<file path="config.mk">
export PLATFORM = sky130hd
export DESIGN_NAME = cvd_adc_control_regs
export DESIGN_NICKNAME = d
export VERILOG_FILES = /design/src/design/cvd_adc_pkg.sv /design/src/design/cvd_adc_control_regs.sv
export VERILOG_INCLUDE_DIRS = /design/src /design/src/design
export SDC_FILE = /design/constraint.sdc
export NUM_CORES = 1
export LEC_CHECK = 0
export ABC_AREA = 1
export BUFFER_PORTS_ARGS = -buffer_cell sky130_fd_sc_hd__buf_4
export CAP_MARGIN = 10
export CORE_UTILIZATION = 25
export CTS_BUF_LIST = sky130_fd_sc_hd__clkbuf_8
export DETAILED_ROUTE_END_ITERATION = 10
export GPL_TIMING_DRIVEN = 0
export PLACE_DENSITY_LB_ADDON = 0.12
export SYNTH_ARGS = -nofsm -noshare
export SYNTH_HDL_FRONTEND = slang
export SYNTH_SLANG_ARGS = --single-unit
</file>
<file path="constraint.sdc">
create_clock -name i_clk -period 3.24 [get_ports i_clk]
set_input_delay 0.648 -clock i_clk [delete_from_list [all_inputs] [get_ports i_clk]]
set_output_delay 0.648 -clock i_clk [all_outputs]
set_load 0.005 [all_outputs]
</file>
<file path="src/design/cvd_adc_consts.svh">
`ifndef CVD_ADC_CONSTS_SVH
`define CVD_ADC_CONSTS_SVH

`define ADDR_W            12
`define DATA_W            8
`define OFF_LEG_RES0L     12'h09B
`define OFF_LEG_RES0H     12'h09C
`define OFF_LEG_CTL0      12'h09D
`define OFF_LEG_CTL1      12'h09E
`define OFF_CTL0          12'h711
`define OFF_CTL1          12'h712
`define OFF_TRIG          12'h713
`define OFF_CTL3          12'h714
`define OFF_STAT          12'h715
`define OFF_PRE           12'h716
`define OFF_ACQ           12'h717
`define OFF_GRD           12'h718
`define OFF_CAP           12'h719
`define OFF_RES0L         12'h71A
`define OFF_RES0H         12'h71B
`define OFF_RES1L         12'h71C
`define OFF_RES1H         12'h71D

// Control 0
`define B_ENABLE          0
`define B_GO              1
`define F_CHS_HI          6
`define F_CHS_LO          2
// Control 1
`define B_JUSTIFY         7
`define F_CS_HI           6
`define F_CS_LO           4
`define F_REF_HI          1
`define F_REF_LO          0
// Trigger select
`define F_TRIG_HI         6
`define F_TRIG_LO         4
// Control 3
`define B_EXT_POL         7
`define B_INT_POL         6
`define B_LOWZ_EN         5
`define B_PIN_EN          4
`define B_OVR_EN          3
`define B_CTL3_RSVD       2
`define B_INVERT          1
`define B_DOUBLE          0
// Guard, capacitor, status
`define B_GRD_B_EN        7
`define B_GRD_A_EN        6
`define B_GRD_POL         5
`define F_CAP_HI          2
`define F_CAP_LO          0
`define B_STAT_SECOND     2
`define F_STG_HI          1
`define F_STG_LO          0

`define STG_IDLE          2'h0
`define STG_PRE           2'h1
`define STG_ACQ           2'h2
`define STG_CONV          2'h3

`define CNT_W             7
`define CLK_PERIOD_NS     50
`define INSTR_PERIOD_NS   200
// Whole clock cycles per instruction cycle, rounded up
`define INSTR_CLKS \
  ((`INSTR_PERIOD_NS + `CLK_PERIOD_NS - 1) / `CLK_PERIOD_NS)
`define PRESC_W           2
`define DIV_W             7

`endif

</file>
<file path="src/design/cvd_adc_pkg.sv">
`include "cvd_adc_consts.svh"

package cvd_adc_pkg;

  typedef enum logic [1:0] {
    ST_IDLE,
    ST_PRE,
    ST_ACQ,
    ST_CONV
  } seq_t;

  typedef struct packed {
    logic [`ADDR_W-1:0] addr;
    logic [`DATA_W-1:0] wdata;
    logic               wr;
    logic               rd;
  } bus_req_t;

  typedef struct packed {
    logic ccp1;
    logic ccp2;
    logic tmr0_ovf;
    logic tmr1_ovf;
    logic tmr2_match;
  } trig_src_t;

  typedef struct packed {
    logic [4:0]         input_channel_sel;
    logic               go;
    logic               converter_enable;
    logic               result_justify;
    logic [2:0]         conv_clock_sel;
    logic [1:0]         pos_reference_sel;
    logic [2:0]         auto_trigger_sel;
    logic [`DATA_W-1:0] ctl3;
    logic [`CNT_W-1:0]  precharge_count;
    logic [`CNT_W-1:0]  acquisition_count;
    logic [2:0]         guard;
    logic [2:0]         extra_cap;
    logic [`DATA_W-1:0] res0l;
    logic [`DATA_W-1:0] res0h;
    logic [`DATA_W-1:0] res1l;
    logic [`DATA_W-1:0] res1h;
    seq_t               seq;
    logic               second;
    logic [`CNT_W-1:0]  cnt;
    logic [`PRESC_W-1:0] presc;
    trig_src_t          trig_prev;
    logic               conv_start;
    logic               done;
    logic [`DATA_W-1:0] rdata;
  } state_t;

endpackage

</file>
<file path="src/design/cvd_adc_control_regs.sv">
`include "cvd_adc_consts.svh"

module cvd_adc_control_regs
  import cvd_adc_pkg::*;
(
  // Clock and reset
  input  wire logic               i_clk,
  input  wire logic               i_resetn,
  // Register port
  input  wire bus_req_t           i_bus,
  output logic [`DATA_W-1:0]      o_rdata,
  // Special event triggers
  input  wire trig_src_t          i_trig,
  // Converter core
  input  wire logic               i_rc_tick,
  input  wire logic               i_conv_done,
  input  wire logic [9:0]         i_conv_result,
  output logic                    o_converter_enable,
  output logic                    o_conv_start,
  output logic                    o_seq_done,
  output logic                    o_conv_clk_rc,
  output logic [`DIV_W-1:0]       o_conv_clk_div,
  output logic                    o_ref_vdd,
  output logic                    o_ref_ext,
  output logic                    o_ref_fixed,
  // Channel switches and sample-and-hold
  output logic [4:0]              o_channel_sel,
  output logic                    o_channel_connect,
  output logic                    o_ext_precharge_en,
  output logic                    o_ext_precharge_high,
  output logic                    o_int_precharge_en,
  output logic                    o_int_precharge_high,
  output logic [2:0]              o_extra_cap_sel,
  // Analog bus pin and guard drives
  output logic                    o_bus_pin_lowz_sw,
  output logic                    o_bus_pin_sw,
  output logic                    o_analog_bus_pin_out,
  output logic                    o_analog_bus_pin_oe,
  output logic                    o_guard_a,
  output logic                    o_guard_a_oe,
  output logic                    o_guard_b,
  output logic                    o_guard_b_oe
);

  state_t s_r;
  state_t s_nxt;

  // Legacy offsets fold onto the extended ones
  function automatic logic [`ADDR_W-1:0] canon(input logic [`ADDR_W-1:0] a);
    unique case (a)
      `OFF_LEG_RES0L: canon = `OFF_RES0L;
      `OFF_LEG_RES0H: canon = `OFF_RES0H;
      `OFF_LEG_CTL0:  canon = `OFF_CTL0;
      `OFF_LEG_CTL1:  canon = `OFF_CTL1;
      default:        canon = a;
    endcase
  endfunction

  function automatic logic chan_valid(input logic [4:0] c);
    unique case (c)
      5'h05, 5'h06, 5'h07, 5'h14, 5'h15, 5'h16, 5'h17,
      5'h18, 5'h19, 5'h1C, 5'h1E: chan_valid = 1'b0;
      default:                    chan_valid = 1'b1;
    endcase
  endfunction

  function automatic logic [1:0] stage_code(input seq_t q);
    unique case (q)
      ST_IDLE: stage_code = `STG_IDLE;
      ST_PRE:  stage_code = `STG_PRE;
      ST_ACQ:  stage_code = `STG_ACQ;
      ST_CONV: stage_code = `STG_CONV;
    endcase
  endfunction

  // First stage of a sample; empty stages are skipped
  function automatic seq_t first_stage(input logic [`CNT_W-1:0] pre,
                                       input logic [`CNT_W-1:0] acq);
    if (pre != '0) begin
      first_stage = ST_PRE;
    end else if (acq != '0) begin
      first_stage = ST_ACQ;
    end else begin
      first_stage = ST_CONV;
    end
  endfunction

  // Count loaded when a sample starts
  function automatic logic [`CNT_W-1:0] first_count(
      input logic [`CNT_W-1:0] pre,
      input logic [`CNT_W-1:0] acq);
    if (pre != '0) begin
      first_count = pre;
    end else begin
      first_count = acq;
    end
  endfunction

  // Both timers zero: conversion starts with no wait
  function automatic logic no_wait(input logic [`CNT_W-1:0] pre,
                                   input logic [`CNT_W-1:0] acq);
    no_wait = (pre == '0) && (acq == '0);
  endfunction

  logic [`ADDR_W-1:0] addr_c;
  logic               tick;
  logic               trig_edge;
  logic               invert;
  logic [9:0]         res_hi_lo;
  logic [`DATA_W-1:0] fmt_h;
  logic [`DATA_W-1:0] fmt_l;
  logic [`DATA_W-1:0] rd_val;
  trig_src_t          trig_rise;

  always_comb begin
    addr_c = canon(i_bus.addr);
    // RC clock also paces the stage timers when selected
    // Instruction tick
    if (o_conv_clk_rc) begin
      tick = i_rc_tick;
    end else begin
      tick = (s_r.presc == `PRESC_W'(`INSTR_CLKS - 1));
    end
    trig_rise = i_trig & ~s_r.trig_prev;
    unique case (s_r.auto_trigger_sel)
      3'h1:    trig_edge = trig_rise.ccp1;
      3'h2:    trig_edge = trig_rise.ccp2;
      3'h3:    trig_edge = trig_rise.tmr0_ovf;
      3'h4:    trig_edge = trig_rise.tmr1_ovf;
      3'h5:    trig_edge = trig_rise.tmr2_match;
      default: trig_edge = 1'b0;
    endcase
    invert = s_r.ctl3[`B_DOUBLE] & s_r.ctl3[`B_INVERT] & s_r.second;
    res_hi_lo = i_conv_result;
    if (s_r.result_justify) begin
      fmt_h = {6'h00, res_hi_lo[9:8]};
      fmt_l = res_hi_lo[7:0];
    end else begin
      fmt_h = res_hi_lo[9:2];
      fmt_l = {res_hi_lo[1:0], 6'h00};
    end
  end

  // Readback with unimplemented bits as zero
  always_comb begin
    rd_val = '0;
    unique case (addr_c)
      `OFF_CTL0: begin
        rd_val[`F_CHS_HI:`F_CHS_LO] = s_r.input_channel_sel;
        rd_val[`B_GO]               = s_r.go;
        rd_val[`B_ENABLE]           = s_r.converter_enable;
      end
      `OFF_CTL1: begin
        rd_val[`B_JUSTIFY]          = s_r.result_justify;
        rd_val[`F_CS_HI:`F_CS_LO]   = s_r.conv_clock_sel;
        rd_val[`F_REF_HI:`F_REF_LO] = s_r.pos_reference_sel;
      end
      `OFF_TRIG:  rd_val[`F_TRIG_HI:`F_TRIG_LO] = s_r.auto_trigger_sel;
      `OFF_CTL3:  rd_val = s_r.ctl3;
      `OFF_STAT: begin
        rd_val[`F_STG_HI:`F_STG_LO] = stage_code(s_r.seq);
        rd_val[`B_STAT_SECOND] = s_r.second;
      end
      `OFF_PRE:   rd_val[`CNT_W-1:0] = s_r.precharge_count;
      `OFF_ACQ:   rd_val[`CNT_W-1:0] = s_r.acquisition_count;
      `OFF_GRD:   rd_val[`B_GRD_B_EN:`B_GRD_POL] = s_r.guard;
      `OFF_CAP:   rd_val[`F_CAP_HI:`F_CAP_LO] = s_r.extra_cap;
      `OFF_RES0L: rd_val = s_r.res0l;
      `OFF_RES0H: rd_val = s_r.res0h;
      `OFF_RES1L: rd_val = s_r.res1l;
      `OFF_RES1H: rd_val = s_r.res1h;
      default:    rd_val = '0;
    endcase
  end

  always_comb begin
    s_nxt            = s_r;
    s_nxt.conv_start = 1'b0;
    s_nxt.done       = 1'b0;
    s_nxt.trig_prev  = i_trig;
    s_nxt.rdata      = i_bus.rd ? rd_val : '0;
    s_nxt.presc      = (tick || o_conv_clk_rc) ? '0
                       : s_r.presc + `PRESC_W'(1);

    // Sequencer
    unique case (s_r.seq)
      ST_IDLE: begin
        s_nxt.second = 1'b0;
        if (s_r.go && s_r.converter_enable) begin
          s_nxt.seq   = first_stage(s_r.precharge_count,
                                    s_r.acquisition_count);
          s_nxt.cnt   = first_count(s_r.precharge_count,
                                    s_r.acquisition_count);
          s_nxt.presc = '0;
          s_nxt.conv_start = no_wait(s_r.precharge_count,
                                     s_r.acquisition_count);
        end
      end
      ST_PRE: begin
        if (tick && s_r.cnt == `CNT_W'(1)) begin
          if (s_r.acquisition_count != '0) begin
            s_nxt.seq = ST_ACQ;
            s_nxt.cnt = s_r.acquisition_count;
          end else begin
            s_nxt.seq        = ST_CONV;
            s_nxt.conv_start = 1'b1;
          end
        end else if (tick) begin
          s_nxt.cnt = s_r.cnt - `CNT_W'(1);
        end
      end
      ST_ACQ: begin
        if (tick && s_r.cnt == `CNT_W'(1)) begin
          s_nxt.seq        = ST_CONV;
          s_nxt.conv_start = 1'b1;
        end else if (tick) begin
          s_nxt.cnt = s_r.cnt - `CNT_W'(1);
        end
      end
      ST_CONV: begin
        if (i_conv_done) begin
          if (s_r.second) begin
            s_nxt.res1h = fmt_h;
            s_nxt.res1l = fmt_l;
          end else begin
            s_nxt.res0h = fmt_h;
            s_nxt.res0l = fmt_l;
          end
          if (s_r.ctl3[`B_DOUBLE] && !s_r.second) begin
            s_nxt.second = 1'b1;
            s_nxt.seq    = first_stage(s_r.precharge_count,
                                       s_r.acquisition_count);
            s_nxt.cnt    = first_count(s_r.precharge_count,
                                       s_r.acquisition_count);
            s_nxt.presc  = '0;
            s_nxt.conv_start = no_wait(s_r.precharge_count,
                                       s_r.acquisition_count);
          end else begin
            s_nxt.seq  = ST_IDLE;
            s_nxt.go   = 1'b0;
            s_nxt.done = 1'b1;
          end
        end
      end
    endcase

    // Clearing the bit or disabling aborts with no done pulse; a core result arriving in that cycle is still stored
    if (s_r.seq != ST_IDLE && (!s_r.go || !s_r.converter_enable)) begin
      s_nxt.seq        = ST_IDLE;
      s_nxt.go         = 1'b0;
      s_nxt.conv_start = 1'b0;
      s_nxt.done       = 1'b0;
    end

    // Event pulse from the source sets the in-progress bit
    if (trig_edge && s_r.converter_enable && s_r.seq == ST_IDLE) begin
      s_nxt.go = 1'b1;
    end

    // Software writes land last so a set beats the hardware clear
    if (i_bus.wr) begin
      unique case (addr_c)
        `OFF_CTL0: begin
          s_nxt.input_channel_sel = i_bus.wdata[`F_CHS_HI:`F_CHS_LO];
          s_nxt.go                = i_bus.wdata[`B_GO];
          s_nxt.converter_enable  = i_bus.wdata[`B_ENABLE];
        end
        `OFF_CTL1: begin
          s_nxt.result_justify    = i_bus.wdata[`B_JUSTIFY];
          s_nxt.conv_clock_sel    = i_bus.wdata[`F_CS_HI:`F_CS_LO];
          s_nxt.pos_reference_sel = i_bus.wdata[`F_REF_HI:`F_REF_LO];
        end
        `OFF_TRIG: s_nxt.auto_trigger_sel =
                     i_bus.wdata[`F_TRIG_HI:`F_TRIG_LO];
        // Stored polarity bits only change here
        `OFF_CTL3: begin
          s_nxt.ctl3    = i_bus.wdata;
          s_nxt.ctl3[`B_CTL3_RSVD] = 1'b0;
        end
        `OFF_PRE:   s_nxt.precharge_count   = i_bus.wdata[`CNT_W-1:0];
        `OFF_ACQ:   s_nxt.acquisition_count = i_bus.wdata[`CNT_W-1:0];
        `OFF_GRD:   s_nxt.guard = i_bus.wdata[`B_GRD_B_EN:`B_GRD_POL];
        `OFF_CAP:   s_nxt.extra_cap = i_bus.wdata[`F_CAP_HI:`F_CAP_LO];
        `OFF_RES0L: s_nxt.res0l = i_bus.wdata;
        `OFF_RES0H: s_nxt.res0h = i_bus.wdata;
        `OFF_RES1L: s_nxt.res1l = i_bus.wdata;
        `OFF_RES1H: s_nxt.res1h = i_bus.wdata;
        default: ;
      endcase
    end
  end

  always_ff @(posedge i_clk) begin
    if (!i_resetn) begin
      s_r <= '0;
    end else begin
      s_r <= s_nxt;
    end
  end

  always_comb begin
    o_rdata            = s_r.rdata;
    o_conv_start       = s_r.conv_start;
    o_seq_done         = s_r.done;
    o_converter_enable = s_r.converter_enable;
  end

  always_comb begin
    o_conv_clk_rc      = (s_r.conv_clock_sel[1:0] == 2'h3);
    unique case (s_r.conv_clock_sel)
      3'h0:    o_conv_clk_div = `DIV_W'(2);
      3'h1:    o_conv_clk_div = `DIV_W'(8);
      3'h2:    o_conv_clk_div = `DIV_W'(32);
      3'h4:    o_conv_clk_div = `DIV_W'(4);
      3'h5:    o_conv_clk_div = `DIV_W'(16);
      3'h6:    o_conv_clk_div = `DIV_W'(64);
      default: o_conv_clk_div = '0;
    endcase
  end

  always_comb begin
    // Reference decode; reserved code selects none
    o_ref_vdd   = (s_r.pos_reference_sel == 2'h0);
    o_ref_ext   = (s_r.pos_reference_sel == 2'h2);
    o_ref_fixed = (s_r.pos_reference_sel == 2'h3);
  end

  always_comb begin
    // Reserved codes leave the switch open
    o_channel_sel     = s_r.input_channel_sel;
    o_channel_connect = s_r.converter_enable &&
                        chan_valid(s_r.input_channel_sel);
    o_ext_precharge_en   = (s_r.seq == ST_PRE);
    o_ext_precharge_high = s_r.ctl3[`B_EXT_POL] ^ invert;
    o_int_precharge_en   = (s_r.seq == ST_PRE);
    o_int_precharge_high = s_r.ctl3[`B_INT_POL] ^ invert;
    // Extra capacitance is kept off the bus while converting
    o_extra_cap_sel = (s_r.seq == ST_CONV) ? 3'h0 : s_r.extra_cap;
  end

  always_comb begin
    o_bus_pin_lowz_sw = s_r.ctl3[`B_LOWZ_EN];
    o_bus_pin_sw      = s_r.ctl3[`B_PIN_EN];
    o_analog_bus_pin_out = o_int_precharge_high;
    o_analog_bus_pin_oe  = s_r.ctl3[`B_OVR_EN] && (s_r.seq == ST_PRE);
  end

  always_comb begin
    // Guard drives; A flips from acquisition onward
    o_guard_b    = s_r.guard[0] ^ invert;
    o_guard_a    = o_guard_b ^ (s_r.seq == ST_ACQ || s_r.seq == ST_CONV);
    o_guard_a_oe = s_r.converter_enable && s_r.guard[1];
    o_guard_b_oe = s_r.converter_enable && s_r.guard[2];
  end

endmodule

</file>
# Word-level counts from Yosys, hierarchy flattened
# Memories as Yosys holds them, arrays and structs flattened. A register that Yosys moved wholly into a read port is not among the register bits.
# Index checks and enable logic that the tools add are counted.
[totals] ff_bits=102 latchBits=0 ram_bits=0 mem_bits_ro=32 inputBits=41 output_inout_bits=43 wordCells=188 mem_count=1
[mem_list] name="(name not given)" depth=32 width=1 read_ports=1 rd_ports_with_merged_regs=1 write_ports=0 line_no="cvd_adc_control_regs.sv:60" text="unique case (c)"
[classes] add_sub_neg=2 mul=0 div=0 order_cmp=0 eq_ne=42 shifts=0 n_mux=64 n_bitwise=11 n_reduce_logical=40
[ops] cell="$eq 12x11->1 const B" count=13
[ops] cell="$mux 71" count=1
[ops] cell="$mux 8" count=7
[ops] cell="$mux 7" count=7
[ops] cell="$eq 12x8->1 const B" count=4
[ops] cell="$pmux 12 s4" count=1
[ops] cell="$mux 44" count=1
[ops] cell="$pmux 2 s11" count=2
[ops] cell="$pmux 7 s6" count=1
[ops] cell="$mux 16" count=2
[ops] cell="$mux 32" count=1
[ops] cell="$pmux 7 s4" count=1
[ops] cell="$reduce_and 2->1" count=9
[ops] cell="$mux 2" count=8
[ops] cell="$pmux 2 s4" count=2
[ops] cell="$eq 3x3->1 const B" count=5
[ops] cell="$logic_not 7->1" count=2
[ops] cell="$reduce_bool 7->1" count=2
[ops] cell="$mux 1" count=13
[ops] cell="$eq 2x2->1 const B" count=6
[ops] cell="$mux 3" count=4
[ops] cell="$logic_and 1x1->1" count=11
[ops] cell="$mux 10" count=1
[ops] cell="$mux 5" count=2
[ops] cell="other kinds (34)" count=53

# Logic depth before layout (Yosys ltp)
# Gate-level depths: netlist of run 1.
[logic_depth] ltp_word=9 ltp_mapped=17 mapped_depth_nobuf=17

# Least setup slack after synthesis of run 1
# OpenSTA, ideal clock, no wires.
[synth_path] kind="input-to-reg" start="in i_bus[15] in the netlist's numbering" end="reg s_r[95] in the netlist's numbering" setup_ns=0.132 t_arrival_ns=1.987 t_required_ns=3.108 path_slack_ns=1.121 cell_stages=11 n_path_buf=1 cell_sequence="inv_1 -> nand2_1 -> nor2_1 -> nand3_1 -> o21ai_2 -> nand2_1 -> nor2_4 -> nand2_1 -> buf_2 -> o21ai_1 -> a21oi_1"
[synth_via] elab_chain_cells=4 word_cells_on_any_way=7 cone_classes="eq/ne (5); mux (1); reduce/logical (1)"
[synth_rtl] item="start: declaration" line_no="cvd_adc_control_regs.sv:10" text="input wire bus_req_t i_bus,"
[synth_rtl] item="$eq 12x8->1" line_no="cvd_adc_control_regs.sv:50" text="unique case (a)"
[synth_rtl] item="$pmux 12 s4 (*)" line_no="cvd_adc_control_regs.sv:50"
[synth_rtl] item="$eq 12x11->1 (*)" line_no="cvd_adc_control_regs.sv:262" text="unique case (addr_c)"
[synth_rtl] item="$reduce_and 2->1 (no line) (*)"
[synth_rtl] item="end signal: assignment" line_no="cvd_adc_control_regs.sv:297" text="s_r <= s_nxt;"
[synth_rtl] item="end: declaration" line_no="cvd_adc_control_regs.sv:45" text="state_t s_r;"
# Mark *: on every way between the ends. The rest lies on a longest branch, timed or not.
# A chain may end at the register's enable or synchronous reset.

# Worst setup path after layout of run 1
[layout_path] start="reg s_r[25] in the netlist's numbering" end="reg s_r[54] in the netlist's numbering"
[layout_via] elab_chain_cells=4
[layout_rtl] item="$eq 2x2->1 (*)" line_no="cvd_adc_control_regs.sv:186" text="unique case (s_r.seq)"
[layout_rtl] item="$mux 32 (*)" line_no="cvd_adc_control_regs.sv:186"
[layout_rtl] item="$mux 8" line_no="cvd_adc_control_regs.sv:262"
[layout_rtl] item="$mux 71 (*)" line_no="cvd_adc_control_regs.sv:261" text="if (i_bus.wr) begin"
# Marked as above.

==> results of run 1 <==
[synthesized netlist by cell type, types with 3 or more instances]
master	instances	share of area, %
dfxtp_1	103	33
nor2_2	7	0.70
nand2_1	233	14
ha_1	7	1.4
buf_2	6	0.48
buf_4	19	2.3
o21ai_0	96	7.7
inv_2	11	0.66
xnor2_1	3	0.42
clkbuf_1	15	0.90
nand2_4	4	0.72
inv_1	118	7.1
nand3_2	3	0.48
a211oi_1	8	0.97
o21ai_1	13	1.0
a21oi_1	79	6.4
o22ai_1	6	0.60
nand2_2	9	0.90
xor2_1	6	0.84
buf_6	4	0.72
nor2_4	4	0.72
a21oi_2	4	0.56
nor2_1	101	6.1
nand4_1	9	0.90
a211oi_2	7	1.4
nand3_1	49	3.9
nor3_1	15	1.2
o21ai_2	3	0.42
[registers in the layout, summed over array words and instances (netlist names), named ones only]
signal              cells
o_bus_pin_sw            1
s_r                    84
o_bus_pin_lowz_sw       1
o_seq_done              1
o_channel_sel           5
o_rdata                 8
o_conv_start            1
o_converter_enable      1
[worst max path at each step]
| stage | from | end | slack [ns] | cells past startpoint |
|---|---|---|---|---|
| 2_1_floorplan | i_bus[15] | s_r[95] | 1.12 | 11 |
| 3_3_place_gp | i_bus[15] | o_rdata[4] | 0.27 | 14 |
| 3_5_place_dp | i_bus[15] | o_rdata[4] | 0.31 | 14 |
| 4_1_cts | s_r[25] | s_r[54] | 0.40 | 10 |
| 5_1_grt | s_r[25] | s_r[54] | 0.1 | 10 |
| 6_report | s_r[25] | s_r[54] | 0.43 | 10 |
[critical path, delay by kind of cell (launching register included)]
family          cells  cell delay [ns]
buf+inv             4             1.19
fa+ha+maj           1             0.16
flops               1             0.41
simple gates        2             0.48
compound gates      3             0.48
[layout make-up]
type	count	area share (%)
multi-input combinational	685	45.6
sequential	103	27.8
timing repair buffer	81	8.19
inverter	132	6.71
tap	324	5.46
buffer	45	3.74
clock buffer	10	1.85
clock inverter	6	0.624
[power groups by stage]
stage          clock [W]  combinational, W  sequential [W]
4_1_cts         0.000850          0.000524         0.00133
6_report        0.000811          0.000526         0.00133
3_5_place_dp           0          0.000522         0.00136
3_3_place_gp           0          0.000528         0.00136
2_1_floorplan          0          0.000327         0.00135
5_1_grt         0.000890          0.000583         0.00134
[routing by layer]
layer  routed length (µm)  vias up
li1                     -     3284
met1                12200     2918
met2                10400      221
met3                 1450       29
met4                  524        0
met5                    0        -
[cell families (layout without fill, tap and decap cells)]
kind of cell / after synthesis / in the layout / share of synthesized area (%)
AO/OA/AOI/OAI: 225 / 225 / 20.4
XOR/XNOR: 9 / 9 / 1.27
adder cells (fa/ha/maj): 7 / 7 / 1.41
buffers and inverters: 177 / 274 / 12.5
flip-flops: 103 / 103 / 33.1
other: 1 / 1 / 0.0603
AND/OR/NAND/NOR: 443 / 443 / 31.3
[metrics by stage]
step / hold slack [ns] / utilization [%]
2_1_floorplan: 0.408 / -
3_3_place_gp: 0.430 / 29.7
3_5_place_dp: 0.429 / 29.7
4_1_cts: 0.427 / 30.4
5_1_grt: 0.432 / 30.4
6_report: 0.436 / 30.4
==> impl_metrics.tcl, run 1 <==
set metrics [dict create \
    via_count 6452 \
    start_util_pct 25.5 \
    pwr-share-clk_pct 30.4 \
    hp-class "flop to flop" \
    ioPinCount 84 \
    numClockSinks 103 \
    p_sw_w 0.000886 \
    drv_slew 0 \
    rsz0062_at_grt "no" \
    synth_edf_count 0 \
    core_area_mm2 0.0244 \
    final_cell_mix "nand2_1 (233), inv_1 (119), dfxtp_1 (103), nor2_1 (101), buf_4 (100)" \
    area_delta_synth_final_pct 19.2 \
    dp.cells 1370 \
    fin_ws_ns 0.431 \
    htreeDepth 3 \
    synth_fp_nets 1013 \
    use_met1_pct 27.8 \
    ir_drop_v 0.000223 \
    wl_per_cell_um 17.7 \
    ys_seq_area_share_pct 33.1 \
    hold_viol_final 0 \
    tns_ns 0 \
    r2r_cells 10 \
    pre_cts_ws_ns 0.312 \
    fin_worst_skew_ns 0.0173 \
    power_w 0.00267 \
    grt_use_total_pct 19.3 \
    status "finished clean" \
    worstPathCellList "ha_1 -> clkbuf_1 -> nand2_1 -> nor2_1 -> inv_1 -> clkbuf_1 -> clkbuf_1 -> o21ai_0 -> o21ai_0 -> a21oi_1" \
    synthFlopType "dfxtp_1" \
    syn-instance-count 965 \
    cts-root-buf "clkbuf_8" \
    crit_path_start_kind "flop" \
    crit_path_max_incr_delay_ns 0.41 \
    critical_path_required_ns 3.55 \
    grt_overflow_total 0 \
    fillCellCount 2825 \
    setup_viol 0 \
    drt-initial-drc-count 481 \
    power_frac_seq_pct 49.9 \
    post_cts_resized 0 \
    core.rowCount 57 \
    portBuffers 81 \
    p_comb_share_pct 19.7 \
    rr_startpoint "s_r[25]" \
    chipWidth_um 160 \
    critPathSlowestCell "dfxtp_1" \
    antenna_found_initial 0 \
    clk_latency_ns 0.39 \
    multi_input_area_mm2 0.00339 \
    path_common_cell "clkbuf_1" \
    netlist_area_mm2 0.00622 \
    min_to "s_r[15]" \
    cts.path.max_buffers 2 \
    die_h_um 160 \
    powerDensity_mw_per_mm2 360 \
    ys_seq_elements 103 \
    slew_headroom_pct 44.5 \
    post_cts_buffers 0 \
    viasPerCell 4.66 \
    nets 1105 \
    drt_wl_total_um 24500 \
    diodes 0 \
    grt_max_degree 18 \
    max_freq_mhz 356 \
    p_int_w 0.00178 \
    cap_viol_max_count 0 \
    top_usage_layer "met2" \
    async_reset_ff_share_pct 0 \
    period_needed_ns 2.81 \
    path_class "flop to flop" \
    first_global_vias 6096 \
    drive_gt1_share_pct 17.3 \
    numCtsBuffers 9 \
    clk_pin_slew_ns 0.11 \
    antenna_left 0 \
    use_met3_pct 3.14 \
    grt_pass1_wl_um 37100 \
    hpwl_um 19200 \
    die_area_mm2 0.0255 \
    dr.pass1.iters 5 \
    swShare_pct 33.2 \
    r2r-end "s_r[54]" \
    design_area_mm2 0.00742 \
    cp-end-kind "flop" \
    worst_ep_arrival_time_ns 3.12 \
    path_max_fanout 10 \
    grtUsageMet2_pct 29.3 \
    leakagePower_nw 3.38 \
    cts_tree "done" \
    final_cells 1386 \
    r2r_slack_ns 0.43 \
    synth_cell_type_count 47 \
    min_from "s_r[15]" \
    regArea_mm2 0.00206 \
    layout_commonest_cell "nand2_1" \
    synth_warnings 0 \
    placed_area_mm2 0.00724 \
    gp_congestion 0.873 \
    postCtsHoldBufs 0 \
    min_delay_path_depth 1 \
    drc 0 \
    avgSynthCellArea_um2 6.45 \
    worst_pin_slew_ns 0.833 \
    post-route-period-util_pct 86.7 \
]
No activity file was read; power rests on OpenSTA's default activity.
==> run 2: changes to the inputs <==
--- a/config.mk
+++ b/config.mk
@@ -9,7 +9,7 @@
 export ABC_AREA = 1
 export BUFFER_PORTS_ARGS = -buffer_cell sky130_fd_sc_hd__buf_4
 export CAP_MARGIN = 10
-export CORE_UTILIZATION = 25
+export CORE_UTILIZATION = 35
 export CTS_BUF_LIST = sky130_fd_sc_hd__clkbuf_8
 export DETAILED_ROUTE_END_ITERATION = 10
 export GPL_TIMING_DRIVEN = 0
==> run 2 against run 1 <==
  * First-iteration DRC count increased by 15%
  * Count of clock-buffer cells in the layout decreased by 1
  * Final area decreased by 0.96%
  * Utilization increased by 12 points
  * Worst setup slack improved by 0.13 ns
  * Clock power increased by 22%
  * Global-route usage increased by 5.8 points
  * Combinational power decreased by 1%
==> impl_metrics.tcl, run 2 (synthesized netlist as in run 1, its figures left out) <==
set metrics [dict create \
    cap_viol_max_count 0 \
    core_area_mm2 0.0174 \
    post-route-period-util_pct 82.7 \
    wl_per_cell_um 17.2 \
    drc 0 \
    rsz0062_at_grt "no" \
    worst_ep_arrival_time_ns 3.01 \
    min_delay_path_depth 3 \
    min_to "s_r[10]" \
    swShare_pct 30.1 \
    post_cts_buffers 0 \
    nets 1105 \
    r2r_slack_ns 0.56 \
    dr.pass1.iters 5 \
    grt_max_degree 17 \
    first_global_vias 5979 \
    pwr-share-clk_pct 34.9 \
    min_from "i_trig[0]" \
    antenna_left 0 \
    numCtsBuffers 9 \
    path_max_fanout 10 \
    powerDensity_mw_per_mm2 387 \
    path_class "flop to flop" \
    r2r-end "s_r[54]" \
    worst_pin_slew_ns 0.803 \
    path_common_cell "clkbuf_1" \
    max_freq_mhz 373 \
    hp-class "input pin to flop" \
    p_sw_w 0.000856 \
    htreeDepth 3 \
    largest_reg_flops 84 \
    critical_path_required_ns 3.57 \
    numClockSinks 103 \
    p_comb_share_pct 18.2 \
    diodes 0 \
    layout_commonest_cell "nand2_1" \
    core.rowCount 48 \
    drt_wl_total_um 22200 \
    crit_path_max_incr_delay_ns 0.39 \
    portBuffers 81 \
    grt_overflow_total 0 \
    grt_pass1_wl_um 34200 \
    final_cell_mix "nand2_1 (233), inv_1 (119), dfxtp_1 (103), nor2_1 (101), buf_4 (100)" \
    p_int_w 0.00199 \
    postCtsHoldBufs 0 \
    status "finished clean" \
    setup_viol 0 \
    clk_pin_slew_ns 0.11 \
    hpwl_um 17200 \
    cp-end-kind "flop" \
    placed_area_mm2 0.00711 \
    clk_latency_ns 0.40 \
    period_needed_ns 2.68 \
    grt_use_total_pct 25.1 \
    die_area_mm2 0.0183 \
    drv_slew 0 \
    crit_path_start_kind "flop" \
    critPathBufInv 4 \
    worstPathCellList "ha_1 -> clkbuf_1 -> nand2_1 -> nor2_1 -> inv_1 -> clkbuf_1 -> clkbuf_1 -> o21ai_0 -> o21ai_0 -> a21oi_1" \
    cts_tree "done" \
    design_area_mm2 0.00735 \
    cts-root-buf "clkbuf_8" \
    critPathSlowestCell "dfxtp_1" \
    viasPerCell 5.13 \
    drive_gt1_share_pct 17.3 \
    via_count 6596 \
    post_cts_resized 0 \
    hold_viol_final 0 \
    utilization_pct 42.3 \
    cts.path.max_buffers 2 \
    antenna_found_initial 0 \
    path_delay_family "buffers and inverters" \
    r2r_cells 10 \
    drt-initial-drc-count 554 \
    leakagePower_nw 3.41 \
    ioPinCount 84 \
    power_frac_seq_pct 46.8 \
    die_h_um 135 \
    ir_drop_v 0.000180 \
    tns_ns 0 \
    start_util_pct 35.9 \
    chipWidth_um 135 \
    power_w 0.00284 \
    area_delta_synth_final_pct 18.1 \
    rr_startpoint "s_r[25]" \
    gp_congestion 0.883 \
    top_register "s_r" \
    fin_worst_skew_ns 0.0187 \
    slew_headroom_pct 46.5 \
]
==> run 2: metrics by stage <==
step | instances | setup slack, ns | hold slack, ns
after global placement | 1271 | 0.435 | 0.427
final | 1287 | 0.560 | 0.430
after detailed placement | 1271 | 0.403 | 0.426
after CTS | 1287 | 0.550 | 0.421
after global routing | 1287 | 0.197 | 0.433
after floorplan | 965 | 1.12 | 0.408
==> run 2: per-layer routing <==
metal  global-route usage [%]  vias to the layer above  wire length, µm  part of all wire, %
met4                     8.74                        0              470                  2.1
li1                         -                     3292                -                    -
met2                     36.9                      270             9290                   42
met1                     37.0                     3002            10800                   49
met5                        0                        -                0                    0
met3                     3.44                       32             1630                  7.3
==> run 2: worst max-delay path by stage <==
stage,to,from,depth (start not counted)
2_1_floorplan,s_r[95],i_bus[15],11
3_3_place_gp,o_rdata[4],i_bus[15],14
3_5_place_dp,o_rdata[4],i_bus[15],14
4_1_cts,s_r[54],s_r[25],10
5_1_grt,s_r[56],s_r[25],10
6_report,s_r[54],s_r[25],10
==> run 2: power by group through the flow <==
stage	Clock (W)	Combinational, W	Sequential, W
5_1_grt	0.00107	0.000571	0.00134
6_report	0.000993	0.000519	0.00133
2_1_floorplan	0	0.000327	0.00135
4_1_cts	0.00101	0.000512	0.00133
3_5_place_dp	0	0.000509	0.00136
3_3_place_gp	0	0.000515	0.00136
==> run 2: tightest hold or removal path: stages <==
cell,delay [ns]
buf_4,0.08
nand2_1,0.04
inv_1,0.04
==> run 2: area by class of cell <==
class | count | area [µm²]
Clock inverter | 7 | 113
Timing Repair Buffer | 81 | 608
Buffer | 45 | 278
Tap cell | 225 | 282
Sequential cell | 103 | 2060
Clock buffer | 9 | 124
Multi-Input combinational cell | 685 | 3390
Fill cell | 1883 | 10000
Inverter | 132 | 498
